File: src/verilog/ccs_consts.vh
// Constants of the CPU clock source switcher: register offsets, bit
// positions, reset values and timing counts.
// Assumes a 125 MHz register clock and 8-bit registers on a plain port.
//
// Notes on behaviour
// - Writing 1 to mid_osc_enable (status control bit 1) starts mid oscillator.
// - Writing 1 to mid_osc_select (system control bit 0) selects mid oscillator.
// - Device sets mid_osc_status (bit 1) when done; software checks before stop.
// - Writing 1 to high_osc_stop (status control bit 0) halts high oscillator.
// - low_osc_select bit 0 starts low oscillator as subsystem; bits 7..1 read 0.
// - Writing 1 to subsystem_select (bit 6) routes subsystem clock to cpu clock.
// - Device sets cpu_clock_source_status (bit 7) once cpu runs on subsystem.
// - Clearing main_osc_stop (bit 7) starts main oscillator; setting stops it.
// - Clearing sub_osc_stop (bit 6) starts the subsystem resonator oscillator.
// - main_system_clock_select (bit 4) picks external clock; status in bit 5.
`ifndef CCS_CONSTS_VH
`define CCS_CONSTS_VH

// ----------------------------------------------------------------------
// Register offsets
// ----------------------------------------------------------------------
`define CCS_ADDR_CSC 2'h0
`define CCS_ADDR_CKC 2'h1
`define CCS_ADDR_SEL 2'h2

// ----------------------------------------------------------------------
// Bit positions
// ----------------------------------------------------------------------
`define CCS_HIGH_OSC_STOP 0
`define CCS_MID_OSC_ENABLE 1
`define CCS_SUB_OSC_STOP 6
`define CCS_MAIN_OSC_STOP 7
`define CCS_MID_OSC_SELECT 0
`define CCS_MID_OSC_STATUS 1
`define CCS_MAIN_SYS_SELECT 4
`define CCS_MAIN_SYS_STATUS 5
`define CCS_SUBSYS_SELECT 6
`define CCS_CPU_SRC_STATUS 7
`define CCS_LOW_OSC_SELECT 0

// ----------------------------------------------------------------------
// Reset values
// ----------------------------------------------------------------------
`define CCS_CSC_RESET 8'hc0
`define CCS_CKC_RESET 8'h00
`define CCS_SEL_RESET 8'h00

// ----------------------------------------------------------------------
// Timing
// ----------------------------------------------------------------------
// Cycles each mux stage waits on the old, then the new, clock phase
`define CCS_SYNC_STAGES 2
`define CCS_CLK_MHZ 125
`define CCS_MID_STAB_NS 4000
`define CCS_LOW_STAB_NS 210000
`define CCS_MID_STAB_CYC ((`CCS_MID_STAB_NS * `CCS_CLK_MHZ + 999) / 1000)
`define CCS_LOW_STAB_CYC ((`CCS_LOW_STAB_NS * `CCS_CLK_MHZ + 999) / 1000)

`endif

File: src/verilog/ccs_glitch_mux.v
// Glitch-free two-way switch, modelled in the register clock domain.
// Assumes sel_in comes from logic on ref_clk_in.
`timescale 1ns/1ps
`include "ccs_consts.vh"
module ccs_glitch_mux #(
  parameter STAGES = `CCS_SYNC_STAGES
) (
  input wire ref_clk_in,
  input wire rst_b_in,
  input wire sel_in,
  output reg sel_out,
  output reg busy_out
);
  // ----------------------------------------------------------------------
  // Break-before-make sequence
  // ----------------------------------------------------------------------
  // Old source stays selected for 2*STAGES cycles before the new one is let
  // through, so no short pulse reaches the cpu clock.
  reg [3:0] cnt;
  always @(posedge ref_clk_in or negedge rst_b_in)
  begin
    if (!rst_b_in)
    begin
      sel_out <= 1'b0;
      busy_out <= 1'b0;
      cnt <= 4'h0;
    end
    else if (sel_in != sel_out)
    begin
      busy_out <= 1'b1;
      if (cnt == 2 * STAGES - 1)
      begin
        sel_out <= sel_in;
        cnt <= 4'h0;
        busy_out <= 1'b0;
      end
      else
        cnt <= cnt + 4'h1;
    end
    else
    begin
      cnt <= 4'h0;
      busy_out <= 1'b0;
    end
  end
endmodule // ccs_glitch_mux

File: src/verilog/ccs_switcher.v
// Clock source switcher: three control registers, oscillator enables and
// glitch-free source muxes with completion status.
// Assumes the register port master is on ref_clk_in; every output is registered
// on ref_clk_in, and there are no oscillator ready inputs.
`timescale 1ns/1ps
`include "ccs_consts.vh"
module ccs_switcher (
  input wire ref_clk_in,
  input wire rst_b_in,
  input wire [1:0] addr_in,
  input wire [7:0] wdata_in,
  input wire wr_in,
  input wire rd_in,
  output reg [7:0] rdata_out,
  output reg high_osc_run_out,
  output reg mid_osc_run_out,
  output reg low_osc_run_out,
  output reg main_osc_run_out,
  output reg sub_osc_run_out,
  output reg mid_osc_sel_out,
  output reg main_sys_sel_out,
  output reg subsys_sel_out
);
  // ----------------------------------------------------------------------
  // Control registers
  // ----------------------------------------------------------------------
  reg main_osc_stop;
  reg sub_osc_stop;
  reg mid_osc_enable;
  reg high_osc_stop;
  reg mid_osc_select;
  reg main_system_clock_select;
  reg subsystem_select;
  reg low_osc_select;
  wire wr_csc = wr_in && (addr_in == `CCS_ADDR_CSC);
  wire wr_ckc = wr_in && (addr_in == `CCS_ADDR_CKC);
  wire wr_sel = wr_in && (addr_in == `CCS_ADDR_SEL);

  always @(posedge ref_clk_in or negedge rst_b_in)
  begin
    if (!rst_b_in)
    begin
      main_osc_stop <= 1'b1;
      sub_osc_stop <= 1'b1;
      mid_osc_enable <= 1'b0;
      high_osc_stop <= 1'b0;
      mid_osc_select <= 1'b0;
      main_system_clock_select <= 1'b0;
      subsystem_select <= 1'b0;
      low_osc_select <= 1'b0;
    end
    else
    begin
      if (wr_csc)
      begin
        main_osc_stop <= wdata_in[`CCS_MAIN_OSC_STOP];
        sub_osc_stop <= wdata_in[`CCS_SUB_OSC_STOP];
        mid_osc_enable <= wdata_in[`CCS_MID_OSC_ENABLE];
        high_osc_stop <= wdata_in[`CCS_HIGH_OSC_STOP];
      end
      if (wr_ckc)
      begin
        mid_osc_select <= wdata_in[`CCS_MID_OSC_SELECT];
        main_system_clock_select <= wdata_in[`CCS_MAIN_SYS_SELECT];
        subsystem_select <= wdata_in[`CCS_SUBSYS_SELECT];
      end
      if (wr_sel)
        low_osc_select <= wdata_in[`CCS_LOW_OSC_SELECT];
    end
  end

  // ----------------------------------------------------------------------
  // Source muxes
  // ----------------------------------------------------------------------
  // Status comes from the mux outputs, never from the select bits, so
  // software sees completion only after the switch really happened.
  wire mid_done;
  wire main_done;
  wire sub_done;
  ccs_glitch_mux #(.STAGES(`CCS_SYNC_STAGES)) u_mid_mux (
    .ref_clk_in(ref_clk_in),
    .rst_b_in(rst_b_in),
    .sel_in(mid_osc_select),
    .sel_out(mid_done),
    .busy_out()
  );
  ccs_glitch_mux #(.STAGES(`CCS_SYNC_STAGES)) u_main_mux (
    .ref_clk_in(ref_clk_in),
    .rst_b_in(rst_b_in),
    .sel_in(main_system_clock_select),
    .sel_out(main_done),
    .busy_out()
  );
  ccs_glitch_mux #(.STAGES(`CCS_SYNC_STAGES)) u_sub_mux (
    .ref_clk_in(ref_clk_in),
    .rst_b_in(rst_b_in),
    .sel_in(subsystem_select),
    .sel_out(sub_done),
    .busy_out()
  );

  // ----------------------------------------------------------------------
  // Read data and outputs
  // ----------------------------------------------------------------------
  reg [7:0] next_rdata;
  always @*
  begin
    next_rdata = 8'h00;
    if (rd_in)
    begin
      case (addr_in)
        `CCS_ADDR_CSC:
        begin
          next_rdata[`CCS_MAIN_OSC_STOP] = main_osc_stop;
          next_rdata[`CCS_SUB_OSC_STOP] = sub_osc_stop;
          next_rdata[`CCS_MID_OSC_ENABLE] = mid_osc_enable;
          next_rdata[`CCS_HIGH_OSC_STOP] = high_osc_stop;
        end
        `CCS_ADDR_CKC:
        begin
          next_rdata[`CCS_CPU_SRC_STATUS] = sub_done;
          next_rdata[`CCS_SUBSYS_SELECT] = subsystem_select;
          next_rdata[`CCS_MAIN_SYS_STATUS] = main_done;
          next_rdata[`CCS_MAIN_SYS_SELECT] = main_system_clock_select;
          next_rdata[`CCS_MID_OSC_STATUS] = mid_done;
          next_rdata[`CCS_MID_OSC_SELECT] = mid_osc_select;
        end
        `CCS_ADDR_SEL:
          next_rdata[`CCS_LOW_OSC_SELECT] = low_osc_select;
        default:
          next_rdata = 8'h00;
      endcase
    end
  end

  always @(posedge ref_clk_in or negedge rst_b_in)
  begin
    if (!rst_b_in)
    begin
      rdata_out <= 8'h00;
      high_osc_run_out <= 1'b1;
      mid_osc_run_out <= 1'b0;
      low_osc_run_out <= 1'b0;
      main_osc_run_out <= 1'b0;
      sub_osc_run_out <= 1'b0;
      mid_osc_sel_out <= 1'b0;
      main_sys_sel_out <= 1'b0;
      subsys_sel_out <= 1'b0;
    end
    else
    begin
      rdata_out <= next_rdata;
      high_osc_run_out <= ~high_osc_stop;
      mid_osc_run_out <= mid_osc_enable;
      low_osc_run_out <= low_osc_select;
      main_osc_run_out <= ~main_osc_stop;
      sub_osc_run_out <= ~sub_osc_stop;
      mid_osc_sel_out <= mid_done;
      main_sys_sel_out <= main_done;
      subsys_sel_out <= sub_done;
    end
  end
endmodule // ccs_switcher
File: config.mk
export PLATFORM = sky130hd
export DESIGN_NAME = ccs_switcher
export DESIGN_NICKNAME = d
export VERILOG_FILES = /design/src/verilog/ccs_glitch_mux.v /design/src/verilog/ccs_switcher.v
export VERILOG_INCLUDE_DIRS = /design/src /design/src/verilog
export SDC_FILE = /design/constraint.sdc
export NUM_CORES = 1
export LEC_CHECK = 0
export ABC_CLOCK_PERIOD_IN_PS = 1550
export BUFFER_PORTS_ARGS = -buffer_cell sky130_fd_sc_hd__buf_2
export CAP_MARGIN = 20
export CORE_MARGIN = 1
export CORE_UTILIZATION = 52
export CTS_CLUSTER_DIAMETER = 60
export DETAILED_ROUTE_END_ITERATION = 16
export PLACE_DENSITY = 0.72
export SLEW_MARGIN = 20
export SYNTH_ARGS = -nofsm -noshare
export SYNTH_HDL_FRONTEND = slang
export SYNTH_SLANG_ARGS = --single-unit
File: constraint.sdc
create_clock -name ref_clk_in -period 1.55 [get_ports ref_clk_in]
set_input_delay 0.2325 -clock ref_clk_in [delete_from_list [all_inputs] [get_ports ref_clk_in]]
set_output_delay 0.2325 -clock ref_clk_in [all_outputs]
set_load 0.05 [all_outputs]
==> results of run 1 <==
==> synth_stat cells (all sizes together) <==
cell and count:
a21oi 3, and2 1, and3 2, buf 3, conb 1, dfrtp 34, dfstp 3, ha 3
inv 3, mux2 8, mux2i 4, nand2 3, nand2b 4, nand3 3, nand3b 6, nor2 6
nor2b 4, nor3 3, nor3b 4, o21ai 4, xnor2 3, xor2 3
==> cells by family (layout without fill, tap and decap cells) <==
logic type	after synthesis	count (layout)	share of synthesized area [%]
AOI/OAI and AO/OA	7	7	2.41
xor gates and xnor gates	6	6	3.62
adders and majority gates	3	3	2.59
buffers and inverters	6	38	2.59
DFF	37	37	64.1
muxes	12	12	9.22
other	1	2	0.258
and+or+nand+nor	36	36	15.3
==> stage by stage <==
step / setup WS, ns / power (mW)
final: 0.161 / 2.76
after global routing: 0.0976 / 2.90
after CTS: 0.187 / 2.79
after detailed placement: 0.204 / 2.09
after global placement: 0.232 / 2.06
after floorplan: 0.323 / 1.90
==> flip-flops by register name, indices dropped and copies added, names as in the netlist, 4 cells and up <==
signal,cells
u_mid_mux.cnt,4
u_main_mux.cnt,4
rdata_out,6
u_sub_mux.cnt,4
==> metal layers <==
layer / vias to the layer above / share of wire (%) / GRT usage (%)
met4: 0 / 1.6 / 8.97
met2: 22 / 51 / 30.9
met5: - / 0 / 0
li1: 426 / - / -
met1: 427 / 42 / 19.2
met3: 5 / 4.9 / 7.50
==> worst min path at each step <==
stage / from / end
floorplan: rst_b_in / high_osc_stop$_DFFE_PN0P_
global placement: rst_b_in / u_main_mux.cnt[0]$_DFF_PN0_
detailed placement: rst_b_in / u_main_mux.cnt[0]$_DFF_PN0_
CTS: wdata_in[6] / sub_osc_stop$_DFFE_PN1P_
global route: rd_in / rdata_out[0]$_DFF_PN0_
finish: wdata_in[6] / sub_osc_stop$_DFFE_PN1P_
==> final cells by class <==
type	instances	area share (%)
timing repair buffer	27	8.54
sequential	37	54.7
tap	30	2.21
inverter	3	0.662
clock inverter	2	2.21
multi-input combinational	66	28.7
clock buffer	6	3.02
==> power groups by stage <==
stage,Sequential [mW],Combinational [mW],Clock [mW]
CTS,1.32,0.753,0.713
finish,1.32,0.745,0.694
floorplan,1.58,0.313,0
detailed placement,1.34,0.746,0
global placement,1.33,0.732,0
global route,1.35,0.799,0.751
==> critical path, delay by kind of cell, from the launching register on <==
kind                     cells  cell delay (ns)
adder cells (fa/ha/maj)      1             0.18
multiplexers                 1             0.37
AND/OR/NAND/NOR              1             0.35
flip-flops                   1             0.39
==> results.yml, run 1 <==
outcome:
  status: "finished clean"
synth:
  ys_ff_latch: 37
  syn_area_um2: 1450
  synth.area.top_cells: "dfrtp_1, dfstp_2, mux2_2"
  synth_cell_types: 25
  synth_top_area_cell: "dfrtp_1"
  syn_inst: 108
  avgSynthCellArea_um2: 13.4
  yosysWarnings: 0
  ys_seq_area_share_pct: 64.1
  synth_top_area_share_pct: 58.6
global_routing:
  grt_usage_pct: 18.2
  grt_max_degree: 38
  grt_pass1_wl_mm: 3.50
  antenna_found_initial: 0
  grt-ovfl-total: 0
  grt_pass1_vias: 819
placed_design:
  dp_hpwl_mm: 1.60
  gp_congestion: 0.628
  dpl_cell_area_um2: 1600
  numPortBuffers: 24
  placed_cells: 162
sta:
  fin_setup_tns_ns: 0
  finalSetupViolCount: 0
  drv_slew: 0
  holdWs_ns: 0.118
  rsz0062_at_grt: "false"
  finalCritPeriodShare_pct: 89.6
  final_hold_viol_count: 0
  max_freq_mhz: 720
  period_needed_ns: 1.39
  skew_ns: 0.00488
die:
  die_y_um: 54.8
  std_cell_rows: 18
  start_util_pct: 56.5
  coreArea_um2: 2570
  die_x_um: 54.8
  io-pin-count: 30
  dieArea_um2: 3010
drt:
  drt_pass1_iterations: 4
  drc_errors: 0
  vias: 880
  finalWirelength_mm: 2.26
  drt_iter0_markers: 11
  ant_nets: 0
  viasPerCell: 5.15
  wire_per_inst_um: 13.2
setup_path:
  cp.arrival_ns: 1.62
  cp-start-kind: "flip-flop"
  rr_startpoint: "u_mid_mux.cnt[0]$_DFF_PN0_"
  end_kind: "flip-flop"
  reg2reg_depth: 3
  critPathMaxFanout: 3
  worstPathCellList: "ha_1, nor3b_1, mux2_2"
  path_class: "flip-flop to flip-flop"
  cp-endpoint: "u_mid_mux.sel_out$_DFFE_PN0P_"
  r2r-end: "u_mid_mux.sel_out$_DFFE_PN0P_"
  cp_data_required_time_ns: 1.78
  crit_slowest_cell: "dfrtp_1"
  cp-startpoint: "u_mid_mux.cnt[0]$_DFF_PN0_"
  reg2reg_slack_ns: 0.16
  cp_slowest_stage_delay_ns: 0.39
worst_hold_path:
  holdCritPathClass: "input port to flip-flop"
  min_path_cells: 3
finish:
  fin_nets: 157
  layout_common_cells: "dfrtp_1, buf_2, mux2_2, nand3b_1, nor2_1"
  multi_input_area_um2: 488
  ff_latch_area_um2: 930
  fill_cells: 213
  area_growth_pct: 17.2
  final_cell_count_no_fill: 171
  final_util_pct: 66.2
  fin_area_um2: 1700
  drive_above_1_share_pct: 34.0
  layout_commonest_cell: "dfrtp_1"
  n_antenna_cell: 0
cts:
  cts_tree: "yes"
  ctsResizeCount: 0
  numCtsBuffers: 5
  cts_buffer_depth: 2
  root_buffer: "clkbuf_4"
  cts.htree.levels: 2
  post_cts_buffers: 0
  clock_latency_ns: 0.33
  clock_sinks: 37
  hold_buffers: 1
  cts.clk_slew.worst_paths_ns: 0.11
power:
  sw_frac_of_total_pct: 33.9
  power_density_nw_per_um2: 1620
  p_leak_nw: 0.821
  p_int_mw: 1.82
  seq_power_share_pct: 47.8
  clock_power_share_pct: 25.2
  p_comb_share_pct: 27.0
  ir_worst_vdd_v: 0.00114
  p_sw_mw: 0.936
job:
  maxCapViolations: 0
(Power assumes the default switching activity.)
==> run 2, diff against run 1 <==
--- a/config.mk
+++ b/config.mk
@@ -10,11 +10,12 @@
 export BUFFER_PORTS_ARGS = -buffer_cell sky130_fd_sc_hd__buf_2
 export CAP_MARGIN = 20
 export CORE_MARGIN = 1
-export CORE_UTILIZATION = 52
+export CORE_UTILIZATION = 54
 export CTS_CLUSTER_DIAMETER = 60
 export DETAILED_ROUTE_END_ITERATION = 16
-export PLACE_DENSITY = 0.72
+export PLACE_DENSITY = 0.74
 export SLEW_MARGIN = 20
 export SYNTH_ARGS = -nofsm -noshare
 export SYNTH_HDL_FRONTEND = slang
+export SYNTH_HIERARCHICAL = 1
 export SYNTH_SLANG_ARGS = --single-unit
==> results.yml, run 2 <==
setup_path:
  cp.arrival_ns: 1.11
  reg2reg_slack_ns: 0.27
  crit_slowest_cell: "dfstp_2"
  cp_num_cells: 1
  end_kind: "primary output"
  rr_startpoint: "u_sub_mux/cnt[0]$_DFF_PN0_"
  cp_slowest_stage_delay_ns: 0.52
  cp_num_buf_inv: 1
  r2r-end: "u_sub_mux/sel_out$_DFFE_PN0P_"
  path_class: "flip-flop to primary output"
  cp-start-kind: "flip-flop"
  crit_family: "flip-flops"
  reg2reg_depth: 3
  cp_data_required_time_ns: 1.32
  worstPathCellList: "buf_2"
  critPathMaxFanout: 1
drt:
  ant_nets: 0
  drt_iter0_markers: 11
  drt_pass1_iterations: 4
  drc_errors: 0
  finalWirelength_mm: 2.32
  vias: 905
  viasPerCell: 5.20
  wire_per_inst_um: 13.3
synth:
  syn_inst: 111
  avgSynthCellArea_um2: 13.7
  syn_area_um2: 1520
  yosysWarnings: 6
global_routing:
  antenna_found_initial: 0
  grt_pass1_wl_mm: 3.80
  grt-ovfl-total: 0
  grt_usage_pct: 19.4
  grt_pass1_vias: 858
  grt_max_degree: 38
sta:
  fin_ws_ns: 0.211
  period_needed_ns: 1.34
  final_hold_viol_count: 0
  finalCritPeriodShare_pct: 86.4
  finalSetupViolCount: 0
  drv_slew: 0
  fin_setup_tns_ns: 0
  rsz0062_at_grt: "false"
  skew_ns: 0.0107
  max_freq_mhz: 747
cts:
  cts.clk_slew.worst_paths_ns: 0.11
  numCtsBuffers: 5
  cts.htree.levels: 2
  clock_sinks: 37
  ctsResizeCount: 0
  cts_tree: "yes"
  root_buffer: "clkbuf_4"
  clock_latency_ns: 0.34
  hold_buffers: 1
  post_cts_buffers: 0
  cts_buffer_depth: 2
finish:
  area_growth_pct: 13.8
  layout_common_cells: "dfrtp_1, buf_2, nor2_1, a21oi_1"
  n_antenna_cell: 0
  largest_register_ffs: 6
  fill_cells: 199
  fin_nets: 160
  layout_commonest_cell: "dfrtp_1"
  regMostFlops: "rdata_out"
  drive_above_1_share_pct: 34.0
worst_hold_path:
  min_path_cells: 3
  worstHoldStart: "wdata_in[6]"
  holdCritPathClass: "input port to flip-flop"
  worstHoldEndpoint: "sub_osc_stop$_DFFE_PN1P_"
die:
  start_util_pct: 59.3
  coreArea_um2: 2570
  dieArea_um2: 3040
  std_cell_rows: 18
  die_y_um: 55.1
  die_x_um: 55.1
  io-pin-count: 30
power:
  power_density_nw_per_um2: 1490
  p_leak_nw: 0.842
  ir_worst_vdd_v: 0.00117
placed_design:
  dp_hpwl_mm: 1.67
  dp_slack_ns: 0.276
  numPortBuffers: 24
  gp_congestion: 0.704
job:
  maxCapViolations: 0
outcome:
  status: "finished clean"
-- run 2: how the worst max path moves through the flow --
stage,from,endpoint,slack (ns)
2_1_floorplan,u_main_mux/cnt[0]$_DFF_PN0_,u_main_mux/sel_out$_DFFE_PN0P_,0.38
3_3_place_gp,u_mid_mux/cnt[0]$_DFF_PN0_,u_mid_mux/sel_out$_DFFE_PN0P_,0.33
3_5_place_dp,u_sub_mux/cnt[0]$_DFF_PN0_,u_sub_mux/sel_out$_DFFE_PN0P_,0.28
4_1_cts,high_osc_run_out$_DFF_PN1_,high_osc_run_out,0.19
5_1_grt,high_osc_run_out$_DFF_PN1_,high_osc_run_out,0.16
6_report,high_osc_run_out$_DFF_PN1_,high_osc_run_out,0.21
-- run 2: per-stage QoR --
stage	instance area, um2	hold WS (ns)	cells	total power, mW	utilization [%]
6_report	1730	0.0988	174	2.58	67.5
4_1_cts	1730	0.0832	174	2.60	67.5
5_1_grt	1730	0.0749	174	2.73	67.5
3_3_place_gp	1670	0.290	165	2.09	65.2
3_5_place_dp	1670	0.294	165	2.12	65.2
2_1_floorplan	1530	-0.0631	112	1.92	-
-- run 2: final cells by class --
cell class / count / area, um2 / area share, %
Clock buffer: 7 / 45.0 / 2.60
Inverter: 3 / 11.3 / 0.650
Sequential cell: 37 / 930 / 53.6
Tap cell: 30 / 37.5 / 2.17
Clock inverter: 1 / 5.00 / 0.289
Timing Repair Buffer: 27 / 145 / 8.38
Multi-Input combinational cell: 69 / 559 / 32.3
-- run 2: power breakdown --
part,internal (mW),total [mW],switching (mW),leakage [nW]
clock network,0.177,0.479,0.302,0.0293
registers,1.19,1.33,0.142,0.464
logic,0.259,0.769,0.510,0.349
-- run 2: routing by layer --
| layer | share of wire (%) | wire (um) | track usage (%) | up-vias |
|---|---|---|---|---|
| met3 | 5.8 | 134 | 9.02 | 6 |
| li1 | - | - | - | 444 |
| met1 | 46 | 1060 | 24.3 | 431 |
| met4 | 2.2 | 52 | 8.75 | 0 |
| met2 | 46 | 1070 | 28.7 | 24 |
| met5 | 0 | 0 | 0 | - |
